<file path="src/ccp_map.vh">
// Register offsets, field positions, mode codes and reset values.
`ifndef CCP_MAP_VH
`define CCP_MAP_VH

`define CCP_CTRL0_OFS        8'h00
`define CCP_CTRL1_OFS        8'h04
`define CCP_CTRL2_OFS        8'h08
`define CCP_VALUE0_OFS       8'h0C
`define CCP_VALUE1_OFS       8'h10
`define CCP_VALUE2_OFS       8'h14
`define CCP_TSEL_OFS         8'h18
`define CCP_FLAG_OFS         8'h1C

`define CCP_MODE_MSB         3
`define CCP_MODE_LSB         0
`define CCP_DLOW_MSB         5
`define CCP_DLOW_LSB         4
`define CCP_BRIDGE_MSB       7
`define CCP_BRIDGE_LSB       6
`define CCP_STD_CTRL_MASK    16'h003F
`define CCP_ENH_CTRL_MASK    16'h00FF
`define CCP_TSEL_BIT0        0
`define CCP_TSEL_BIT1        3
`define CCP_TSEL_BIT2        6

`define CCP_CTRL_RESET       16'h0000
`define CCP_VALUE_RESET      16'h0000

`define CCP_MODE_OFF         4'h0
`define CCP_MODE_RSVD1       4'h1
`define CCP_MODE_TOGGLE      4'h2
`define CCP_MODE_RSVD3       4'h3
`define CCP_MODE_CAP_FALL    4'h4
`define CCP_MODE_CAP_RISE    4'h5
`define CCP_MODE_CAP_4TH     4'h6
`define CCP_MODE_CAP_16TH    4'h7
`define CCP_MODE_CMP_HIGH    4'h8
`define CCP_MODE_CMP_LOW     4'h9
`define CCP_MODE_CMP_FLAG    4'hA
`define CCP_MODE_CMP_TBRST   4'hB
`define CCP_MODE_PWM         4'hC
`define CCP_MODE_STD_RSVD    4'hD

`define CCP_BRIDGE_SINGLE    2'h0
`define CCP_BRIDGE_FWD       2'h1
`define CCP_BRIDGE_HALF      2'h2
`define CCP_BRIDGE_REV       2'h3

`define CCP_PRESC_4TH        4'h3
`define CCP_PRESC_16TH       4'hF

`endif

</file>
<file path="src/capture_compare_pwm_unit.v">
// Capture, compare and PWM units with an AHB-Lite register slave.
//
// Functional notes
// - Capture and compare use the 16-bit time base.
// - PWM runs from period timer a or b.
// - PWM base is timer value plus phase bits.
// - Duty is high register plus two low bits.
// - Mode zero disables and resets the unit.
// - Capture on falling, rising, 4th, 16th edge.
// - Mode 1000: start low, match drives high.
// - Mode 1001: start high, match drives low.
// - Mode 0010: output toggles on each match.
// - Mode 1010: flag only, pin left to port.
// - Mode 1011: match resets time base, flags.
// - Standard PWM is 1100; other codes reserved.
// - Enhanced PWM codes set pin pair polarity.
// - Non-PWM enhanced modes use only output a.
// - Single output mode follows steering enables.
// - Forward bridge: d modulated, a active.
// - Half bridge: a and b complementary pair.
// - Reverse bridge: b modulated, c active.
// - Large variant: one enhanced, two standard.
// - Timer select bit pairs timer a or b.
`timescale 1ns/100ps
`include "ccp_map.vh"

module capture_compare_pwm_unit #(
   parameter ENHANCED_VARIANT = 1
) (
   // Clock and reset.
   input  wire        hclk,
   input  wire        hresetn,
   // AHB-Lite slave.
   input  wire        hsel,
   input  wire [7:0]  haddr,
   input  wire [1:0]  htrans,
   input  wire        hwrite,
   input  wire [2:0]  hsize,
   input  wire        hready,
   input  wire [31:0] hwdata,
   output reg  [31:0] hrdata,
   output reg         hreadyout,
   output reg         hresp,
   // Time bases.
   input  wire [15:0] capture_time_base,
   input  wire [7:0]  period_timer_a,
   input  wire [1:0]  phase_a,
   input  wire        period_start_a,
   input  wire [7:0]  period_timer_b,
   input  wire [1:0]  phase_b,
   input  wire        period_start_b,
   output reg         time_base_reset,
   // Steering enables for pins a to d.
   input  wire [3:0]  steer_enable,
   // Unit pins; index 0 is enh_out_a on the enhanced variant.
   input  wire [2:0]  unit_pin_in,
   output reg  [2:0]  unit_pin_out,
   output reg  [2:0]  unit_pin_oe_n,
   // Extra enhanced pins.
   output reg         enh_out_b,
   output reg         enh_out_b_oe_n,
   output reg         enh_out_c,
   output reg         enh_out_c_oe_n,
   output reg         enh_out_d,
   output reg         enh_out_d_oe_n
);

   localparam NUM_UNITS = (ENHANCED_VARIANT != 0) ? 3 : 2;

   reg [15:0] ctrl_reg      [0:2];
   reg [15:0] value_reg     [0:2];
   reg [9:0]  duty_latch_reg[0:2];
   reg [3:0]  prev_mode_reg [0:2];
   reg [3:0]  presc_reg     [0:2];
   reg [2:0]  tsel_reg;
   reg [2:0]  flag_reg;
   reg [2:0]  pin_prev_reg;
   reg [2:0]  match_prev_reg;
   reg [2:0]  cmp_out_reg;
   reg [2:0]  pwm_reg;
   reg        wr_pend_reg;
   reg        rd_pend_reg;
   reg [7:0]  addr_reg;

   reg [2:0]  unit_on;
   reg [2:0]  cap_edge;
   reg [2:0]  cap_fire;
   reg [2:0]  cmp_hit;
   reg [2:0]  flag_clr;
   reg [3:0]  enh_out_next;
   reg [3:0]  enh_oe_n_next;
   reg [3:0]  m;
   reg [3:0]  ms;
   reg [3:0]  umode [0:2];
   integer    j;
   reg        pol_ac;
   reg        pol_bd;
   reg        p0;
   integer    i;

   function is_enh;
      input integer idx;
      begin
         is_enh = (ENHANCED_VARIANT != 0) && (idx == 0);
      end
   endfunction

   function is_pwm;
      input [3:0] mode;
      input       enh;
      begin
         if (enh) begin
            is_pwm = (mode[3:2] == 2'b11);
         end else begin
            is_pwm = (mode == `CCP_MODE_PWM);
         end
      end
   endfunction

   function is_reserved;
      input [3:0] mode;
      input       enh;
      begin
         is_reserved = (mode == `CCP_MODE_RSVD1) ||
                       (mode == `CCP_MODE_RSVD3) ||
                       (!enh && (mode >= `CCP_MODE_STD_RSVD));
      end
   endfunction

   function [9:0] pwm_base;
      input       sel;
      input [7:0] ta;
      input [1:0] pa;
      input [7:0] tb;
      input [1:0] pb;
      begin
         pwm_base = sel ? {tb, pb} : {ta, pa};
      end
   endfunction

   function is_compare;
      input [3:0] mode;
      begin
         is_compare = (mode == `CCP_MODE_TOGGLE) ||
                      (mode[3:2] == 2'b10);
      end
   endfunction

   // Per-unit event decode.
   always @* begin
      unit_on  = 3'b000;
      cap_edge = 3'b000;
      cap_fire = 3'b000;
      cmp_hit  = 3'b000;
      for (i = 0; i < 3; i = i + 1) begin
         m = ctrl_reg[i][`CCP_MODE_MSB:`CCP_MODE_LSB];
         umode[i] = m;
         unit_on[i] = (i < NUM_UNITS) && (m != `CCP_MODE_OFF) &&
                      !is_reserved(m, is_enh(i));
         case (m)
            `CCP_MODE_CAP_FALL: begin
               cap_edge[i] = !unit_pin_in[i] && pin_prev_reg[i];
               cap_fire[i] = cap_edge[i];
            end
            `CCP_MODE_CAP_RISE: begin
               cap_edge[i] = unit_pin_in[i] && !pin_prev_reg[i];
               cap_fire[i] = cap_edge[i];
            end
            `CCP_MODE_CAP_4TH: begin
               cap_edge[i] = unit_pin_in[i] && !pin_prev_reg[i];
               cap_fire[i] = cap_edge[i] &&
                             (presc_reg[i] == `CCP_PRESC_4TH);
            end
            `CCP_MODE_CAP_16TH: begin
               cap_edge[i] = unit_pin_in[i] && !pin_prev_reg[i];
               cap_fire[i] = cap_edge[i] &&
                             (presc_reg[i] == `CCP_PRESC_16TH);
            end
            default: begin
               cap_edge[i] = 1'b0;
               cap_fire[i] = 1'b0;
            end
         endcase
         // A match is taken once on its rising edge, since the time base
         // may rest on the compare value for many cycles.
         cmp_hit[i] = is_compare(m) && !match_prev_reg[i] &&
                      (capture_time_base == value_reg[i]);
         cap_fire[i] = cap_fire[i] && unit_on[i];
         cmp_hit[i]  = cmp_hit[i] && unit_on[i];
      end
   end

   // Flag clear from a bus write of ones to the flag register.
   always @* begin
      flag_clr = 3'b000;
      if (wr_pend_reg && (addr_reg == `CCP_FLAG_OFS)) begin
         flag_clr = hwdata[2:0];
      end
   end

   // Enhanced pin steering.
   always @* begin
      ms     = ctrl_reg[0][`CCP_MODE_MSB:`CCP_MODE_LSB];
      pol_ac = ms[1];
      pol_bd = ms[0];
      p0     = pwm_reg[0];
      enh_out_next  = 4'h0;
      enh_oe_n_next = 4'hF;
      if (unit_on[0] && is_pwm(ms, 1'b1)) begin
         case (ctrl_reg[0][`CCP_BRIDGE_MSB:`CCP_BRIDGE_LSB])
            `CCP_BRIDGE_SINGLE: begin
               enh_out_next  = {p0 ^ pol_bd, p0 ^ pol_ac,
                                p0 ^ pol_bd, p0 ^ pol_ac};
               enh_oe_n_next = ~steer_enable;
            end
            `CCP_BRIDGE_FWD: begin
               enh_out_next  = {p0 ^ pol_bd, pol_ac,
                                pol_bd, !pol_ac};
               enh_oe_n_next = 4'h0;
            end
            `CCP_BRIDGE_HALF: begin
               enh_out_next  = {2'b00, !p0 ^ pol_bd, p0 ^ pol_ac};
               enh_oe_n_next = 4'hC;
            end
            `CCP_BRIDGE_REV: begin
               enh_out_next  = {pol_bd, !pol_ac,
                                p0 ^ pol_bd, pol_ac};
               enh_oe_n_next = 4'h0;
            end
            default: begin
               enh_out_next  = 4'h0;
               enh_oe_n_next = 4'hF;
            end
         endcase
      end else begin
         enh_out_next[0]  = cmp_out_reg[0];
         enh_oe_n_next[0] = !(unit_on[0] &&
                              ((ms == `CCP_MODE_TOGGLE) ||
                               (ms == `CCP_MODE_CMP_HIGH) ||
                               (ms == `CCP_MODE_CMP_LOW)));
      end
   end

   // Unit logic, register file and pins.
   always @(posedge hclk or negedge hresetn) begin
      if (!hresetn) begin
         for (j = 0; j < 3; j = j + 1) begin
            ctrl_reg[j]       <= `CCP_CTRL_RESET;
            value_reg[j]      <= `CCP_VALUE_RESET;
            duty_latch_reg[j] <= 10'h000;
            prev_mode_reg[j]  <= `CCP_MODE_OFF;
            presc_reg[j]      <= 4'h0;
         end
         tsel_reg        <= 3'b000;
         flag_reg        <= 3'b000;
         pin_prev_reg    <= 3'b000;
         match_prev_reg  <= 3'b000;
         cmp_out_reg     <= 3'b000;
         pwm_reg         <= 3'b000;
         time_base_reset <= 1'b0;
         unit_pin_out    <= 3'b000;
         unit_pin_oe_n   <= 3'b111;
         enh_out_b       <= 1'b0;
         enh_out_b_oe_n  <= 1'b1;
         enh_out_c       <= 1'b0;
         enh_out_c_oe_n  <= 1'b1;
         enh_out_d       <= 1'b0;
         enh_out_d_oe_n  <= 1'b1;
      end else begin
         pin_prev_reg    <= unit_pin_in;
         time_base_reset <= 1'b0;
         // Set wins over a clear in the same cycle.
         flag_reg <= (flag_reg & ~flag_clr) | cap_fire | cmp_hit;
         if (wr_pend_reg && (addr_reg == `CCP_TSEL_OFS)) begin
            tsel_reg <= {hwdata[`CCP_TSEL_BIT2], hwdata[`CCP_TSEL_BIT1],
                         hwdata[`CCP_TSEL_BIT0]};
         end
         for (j = 0; j < 3; j = j + 1) begin
            if (wr_pend_reg && (j < NUM_UNITS) &&
                (addr_reg == `CCP_CTRL0_OFS + 8'h04 * j[7:0])) begin
               ctrl_reg[j] <= hwdata[15:0] & (is_enh(j) ?
                              `CCP_ENH_CTRL_MASK : `CCP_STD_CTRL_MASK);
            end
            if (cap_fire[j]) begin
               value_reg[j] <= capture_time_base;
            end else if (wr_pend_reg && (j < NUM_UNITS) &&
                (addr_reg == `CCP_VALUE0_OFS + 8'h04 * j[7:0])) begin
               value_reg[j] <= hwdata[15:0];
            end
            prev_mode_reg[j] <= umode[j];
            if (!unit_on[j]) begin
               presc_reg[j]      <= 4'h0;
               match_prev_reg[j] <= 1'b0;
               cmp_out_reg[j]    <= 1'b0;
               pwm_reg[j]        <= 1'b0;
               duty_latch_reg[j] <= 10'h000;
            end else begin
               match_prev_reg[j] <= (capture_time_base == value_reg[j]);
               if (cap_fire[j]) begin
                  presc_reg[j] <= 4'h0;
               end else if (cap_edge[j]) begin
                  presc_reg[j] <= presc_reg[j] + 4'h1;
               end
               case (umode[j])
                  `CCP_MODE_CMP_HIGH: begin
                     if (umode[j] != prev_mode_reg[j]) begin
                        cmp_out_reg[j] <= 1'b0;
                     end else if (cmp_hit[j]) begin
                        cmp_out_reg[j] <= 1'b1;
                     end
                  end
                  `CCP_MODE_CMP_LOW: begin
                     if (umode[j] != prev_mode_reg[j]) begin
                        cmp_out_reg[j] <= 1'b1;
                     end else if (cmp_hit[j]) begin
                        cmp_out_reg[j] <= 1'b0;
                     end
                  end
                  `CCP_MODE_TOGGLE: begin
                     if (cmp_hit[j]) begin
                        cmp_out_reg[j] <= !cmp_out_reg[j];
                     end
                  end
                  `CCP_MODE_CMP_TBRST: begin
                     if (cmp_hit[j]) begin
                        time_base_reset <= 1'b1;
                     end
                  end
                  default: begin
                     cmp_out_reg[j] <= cmp_out_reg[j];
                  end
               endcase
               if (is_pwm(umode[j], is_enh(j))) begin
                  if (tsel_reg[j] ? period_start_b : period_start_a) begin
                     // Duty is latched here so a bus write mid-period
                     // never produces a runt pulse.
                     duty_latch_reg[j] <= {value_reg[j][7:0],
                        ctrl_reg[j][`CCP_DLOW_MSB:`CCP_DLOW_LSB]};
                     pwm_reg[j] <= ({value_reg[j][7:0], ctrl_reg[j]
                        [`CCP_DLOW_MSB:`CCP_DLOW_LSB]} != 10'h000);
                  end else if (pwm_base(tsel_reg[j], period_timer_a,
                     phase_a, period_timer_b, phase_b) ==
                     duty_latch_reg[j]) begin
                     pwm_reg[j] <= 1'b0;
                  end
               end else begin
                  pwm_reg[j] <= 1'b0;
               end
            end
            if (!is_enh(j)) begin
               unit_pin_out[j]  <= is_pwm(umode[j], 1'b0) ? pwm_reg[j] :
                                   cmp_out_reg[j];
               unit_pin_oe_n[j] <= !(unit_on[j] &&
                  (is_pwm(umode[j], 1'b0) ||
                  (umode[j] == `CCP_MODE_TOGGLE) ||
                  (umode[j] == `CCP_MODE_CMP_HIGH) ||
                  (umode[j] == `CCP_MODE_CMP_LOW)));
            end
         end
         if (ENHANCED_VARIANT != 0) begin
            unit_pin_out[0]  <= enh_out_next[0];
            unit_pin_oe_n[0] <= enh_oe_n_next[0];
            enh_out_b        <= enh_out_next[1];
            enh_out_b_oe_n   <= enh_oe_n_next[1];
            enh_out_c        <= enh_out_next[2];
            enh_out_c_oe_n   <= enh_oe_n_next[2];
            enh_out_d        <= enh_out_next[3];
            enh_out_d_oe_n   <= enh_oe_n_next[3];
         end
      end
   end

   // Bus slave; reads take one wait state so that a write just before
   // is already visible.
   always @(posedge hclk or negedge hresetn) begin
      if (!hresetn) begin
         wr_pend_reg <= 1'b0;
         rd_pend_reg <= 1'b0;
         addr_reg    <= 8'h00;
         hrdata      <= 32'h0000_0000;
         hreadyout   <= 1'b1;
         hresp       <= 1'b0;
      end else begin
         hresp <= 1'b0;
         if (rd_pend_reg) begin
            rd_pend_reg <= 1'b0;
            hreadyout   <= 1'b1;
            case (addr_reg)
               `CCP_CTRL0_OFS:  hrdata <= {16'h0000, ctrl_reg[0]};
               `CCP_CTRL1_OFS:  hrdata <= {16'h0000, ctrl_reg[1]};
               `CCP_CTRL2_OFS:  hrdata <= {16'h0000, ctrl_reg[2]};
               `CCP_VALUE0_OFS: hrdata <= {16'h0000, value_reg[0]};
               `CCP_VALUE1_OFS: hrdata <= {16'h0000, value_reg[1]};
               `CCP_VALUE2_OFS: hrdata <= {16'h0000, value_reg[2]};
               `CCP_TSEL_OFS:   hrdata <= {25'h0000000, tsel_reg[2], 2'b00,
                                           tsel_reg[1], 2'b00, tsel_reg[0]};
               `CCP_FLAG_OFS:   hrdata <= {29'h00000000, flag_reg};
               default:         hrdata <= 32'h0000_0000;
            endcase
         end
         wr_pend_reg <= 1'b0;
         if (hsel && htrans[1] && hready && hreadyout) begin
            addr_reg    <= haddr;
            wr_pend_reg <= hwrite;
            rd_pend_reg <= !hwrite;
            hreadyout   <= hwrite;
         end
      end
   end

endmodule

</file>
<file path="config.mk">
export PLATFORM = sky130hd
export DESIGN_NAME = capture_compare_pwm_unit
export DESIGN_NICKNAME = d
export VERILOG_FILES = /design/src/capture_compare_pwm_unit.v
export VERILOG_INCLUDE_DIRS = /design/src
export SDC_FILE = /design/constraint.sdc
export NUM_CORES = 1
export LEC_CHECK = 0
export ABC_AREA = 1
export ABC_CLOCK_PERIOD_IN_PS = 2900
export BUFFER_PORTS_ARGS = -buffer_cell sky130_fd_sc_hd__buf_2
export CORE_ASPECT_RATIO = 2
export CORE_MARGIN = 10
export CORE_UTILIZATION = 50
export DETAILED_ROUTE_END_ITERATION = 6
export HOLD_SLACK_MARGIN = 0.02
export PLACE_DENSITY = 0.67
export SYNTH_ARGS = -nofsm -noshare
export SYNTH_HDL_FRONTEND = slang
export SYNTH_SLANG_ARGS = --single-unit
</file>
<file path="constraint.sdc">
create_clock -name hclk -period 2.9 [get_ports hclk]
set_clock_uncertainty 0.15 [all_clocks]
set_input_delay 0.58 -clock hclk [delete_from_list [all_inputs] [get_ports hclk]]
set_output_delay 0.58 -clock hclk [all_outputs]
set_load 0.02 [all_outputs]
</file>
==> flow_summary_export.csv <==
group,metric,value,unit
status,status,"finished, final reports clean",
synth,synth_common_cells,"nand2_1, dfrtp_1, inv_1, nand4_1, nor2_1",
cells_and_area,largest_reg_flops,48,
global_route,overflow,0,
sta,timing.slew.headroom,0.495,
drt,route.antenna.remaining_nets,0,
min_path,min_path_type,"input port to flip-flop",
synth,yosysTopAreaCellShare,0.409,
drt,wl_met3,1810,µm
pwr,peakVddDrop,413,µV
setup_path,timing_worst_setup_path_type,"flip-flop to flip-flop",
cells_and_area,drive_gt1_frac,0.142,
floorplanning,die_area,27800,µm²
place,dp_slack,0.487,ns
global_route,grt_pass1_vias,9809,
drt,drt_iter0_markers,851,
sta,holdWs,0.108,ns
synth,synth_seq_cells,180,
global_route,antenna_found_initial,1,
synth,yosys-top-cells-area,"dfrtp_1, nand2_1, nand4_1",
synth,synth_cells,1396,
cells_and_area,fin_area,11800,µm²
synth,yosysWarnings,0,
setup_path,cp_max_fo,13,
drt,wire_per_inst,19.6,µm
pwr,power.density,645,nW/µm²
synth,synth.most_common_cell,"nand2_1",
global_route,grt_usage,0.252,
sta,setup_violations,0,
pwr,power,7.60,mW
sta,rsz0062_at_grt,"no",
sta,min_period,2.37,ns
sta,maxSlewViolCount,0,
drt,vias_per_cell,5.60,
clock_network,cts_tree,"yes",
cells_and_area,area_delta_synth_final,11.2,%
pwr,p_leak,5.97,nW
drt,drc_errors,0,
synth,ys.flop_type,"dfrtp_1",
drt,wl_met1,12300,µm
drt,vias,9798,
place,post_dp_cell_area,11100,µm²
setup_path,worst_setup_path_start_kind,"flip-flop",
floorplanning,core-area,20900,µm²
sta,finalCritPeriodShare,0.818,
floorplanning,dieHeight,226,µm
synth,syn_area,10600,µm²
synth,seq_area_frac_synth,0.426,
clock_network,clk_latency,0.45,ns
sta,clock.fmax,421,MHz
global_route,grt_max_degree,61,
clock_network,ctsResizeCount,0,
floorplanning,num_rows,75,
setup_path,crit_path_end_kind,"flip-flop",
floorplanning,die_x,123,µm
synth,synth-edff-count,0,
floorplanning,ios,142,
cells_and_area,n_fill_cell,2043,
setup_path,cp.required,3.14,ns
sta,layout_setup_ws,0.527,ns
synth,syn_area_per_cell,7.59,µm²
floorplanning,start_util,0.506,
cells_and_area,stdcell_count,1750,
drt,first_pass_iters,5,
drt,wirelength,34300,µm
clock_network,cts-root-buf,"clkbuf_16",
place,dp_cells,1716,
clock_network,cts-buffers-inserted,17,
synth,async_reset_ff_frac,1.00,
clock_network,post_cts_buffers,0,
place,dp_hpwl,25600,µm
clock_network,cts_buffer_depth,2,
cells_and_area,fin_util,0.563,
place,gp_congestion,1.02,
sta,tns,0,ns
flow_run,max_cap_viol_count,0,
synth,yosys.area.top_type,"dfrtp_1",
synth,yosys.cell_types.count,46,
place,numPortBuffers,104,
setup_path,worstPathArrival,2.61,ns
drt,topRoutingLayerUsed,"met4",
clock_network,htreeDepth,4,
drt,wl_met2,18000,µm
cells_and_area,final_nets,1565,
clock_network,cts_sinks,180,
sta,worst_slew_pin_slew,0.757,ns
global_route,grt_pass1_wl,53800,µm
clock_network,clkTransAtPathRegs,0.07,ns
sta,hold_viol_final,0,
==> per-layer routing <==
layer / vias to the layer above / global-route usage
li1: 4707 / -
met1: 4654 / 0.267
met2: 335 / 0.444
met3: 102 / 0.0475
met4: 0 / 0.158
met5: - / 0
==> worst max-delay path, cell delays in order (launching register included) <==
cell	delay, ns
dfrtp_1	0.39
nor2_2	0.14
inv_2	0.06
nor3_4	0.37
nand2_4	0.29
inv_1	0.37
nand2_1	0.13
o211ai_1	0.11
o21ai_0	0.19
nand2_1	0.11
==> where the power goes <==
| group | switching, mW | internal [mW] | leakage [nW] | total, mW |
|---|---|---|---|---|
| Sequential | 0.283 | 2.85 | 2.27 | 3.13 |
| Clock | 1.02 | 1.51 | 0.299 | 2.53 |
| Combinational | 1.33 | 0.609 | 3.40 | 1.94 |
| Total | 2.63 | 4.96 | 5.97 | 7.60 |
==> cell families after synthesis <==
| kind of cell | count (synthesis) | share of synthesized area |
|---|---|---|
| buffers and inverters | 251 | 0.108 |
| and+or+nand+nor | 716 | 0.317 |
| xor gates and xnor gates | 62 | 0.0513 |
| DFF | 180 | 0.426 |
| other | 1 | 0.000354 |
| adders and majority gates | 3 | 0.00354 |
| AOI/OAI and AO/OA | 183 | 0.0940 |
==> placed cells by master, fill, tap and decap left out, types with 2 or more instances in the layout <==
master / instances
nand3_2: 3
nor3_4: 4
o21ai_1: 18
inv_4: 3
o21ai_0: 86
clkbuf_1: 3
o22ai_1: 41
o211ai_1: 2
xor2_1: 50
buf_2: 103
dfrtp_1: 173
xnor2_1: 12
clkinv_2: 2
clkbuf_16: 17
clkbuf_8: 3
ha_1: 3
clkinvlp_4: 3
nor4_1: 6
nand2_1: 358
nand3_1: 97
nor3_2: 4
bufinv_16: 4
a21oi_1: 28
nand2_2: 5
inv_2: 16
conb_1: 17
or2_2: 6
nor3_1: 7
nor2_2: 3
dfstp_2: 7
buf_12: 2
nor2_8: 3
nand2_4: 5
buf_4: 12
nor2_1: 102
nand4_1: 109
inv_1: 149
==> what timing repair did <==
action | CTS | global route
endpoints found under the hold margin | 39 | 0
hold buffers | 1 | 0
endpoints found under the setup margin | 0 | 0
==> layout make-up <==
| class | count | area (µm²) | share of cell area |
|---|---|---|---|
| clock inverter | 9 | 153 | 0.0130 |
| clock buffer | 23 | 478 | 0.0406 |
| inverter | 168 | 638 | 0.0542 |
| sequential | 180 | 4510 | 0.383 |
| multi-input combinational | 981 | 4990 | 0.424 |
| tap | 269 | 337 | 0.0286 |
| timing repair buffer | 119 | 667 | 0.0566 |
| antenna | 1 | 2.50 | 0.000212 |
==> path summary, 6_finish.rpt <==
path	depth (start not counted)	from	end	slack (ns)
min reg2reg	2	hrdata[10]$_DFFE_PN0P_	hrdata[10]$_DFFE_PN0P_	0.33
max	9	addr_reg[7]$_DFFE_PN0P_	hrdata[6]$_DFFE_PN0P_	0.53
max reg2reg	9	addr_reg[7]$_DFFE_PN0P_	hrdata[6]$_DFFE_PN0P_	0.53
min in group asynchronous	2	hresetn	enh_out_b$_DFF_PN0_	0.50
min	1	unit_pin_in[0]	pin_prev_reg[0]$_DFF_PN0_	0.11
max in group asynchronous	3	hresetn	hreadyout$_DFFE_PN1P_	1.38
No activity file was read; power rests on OpenSTA's default activity.
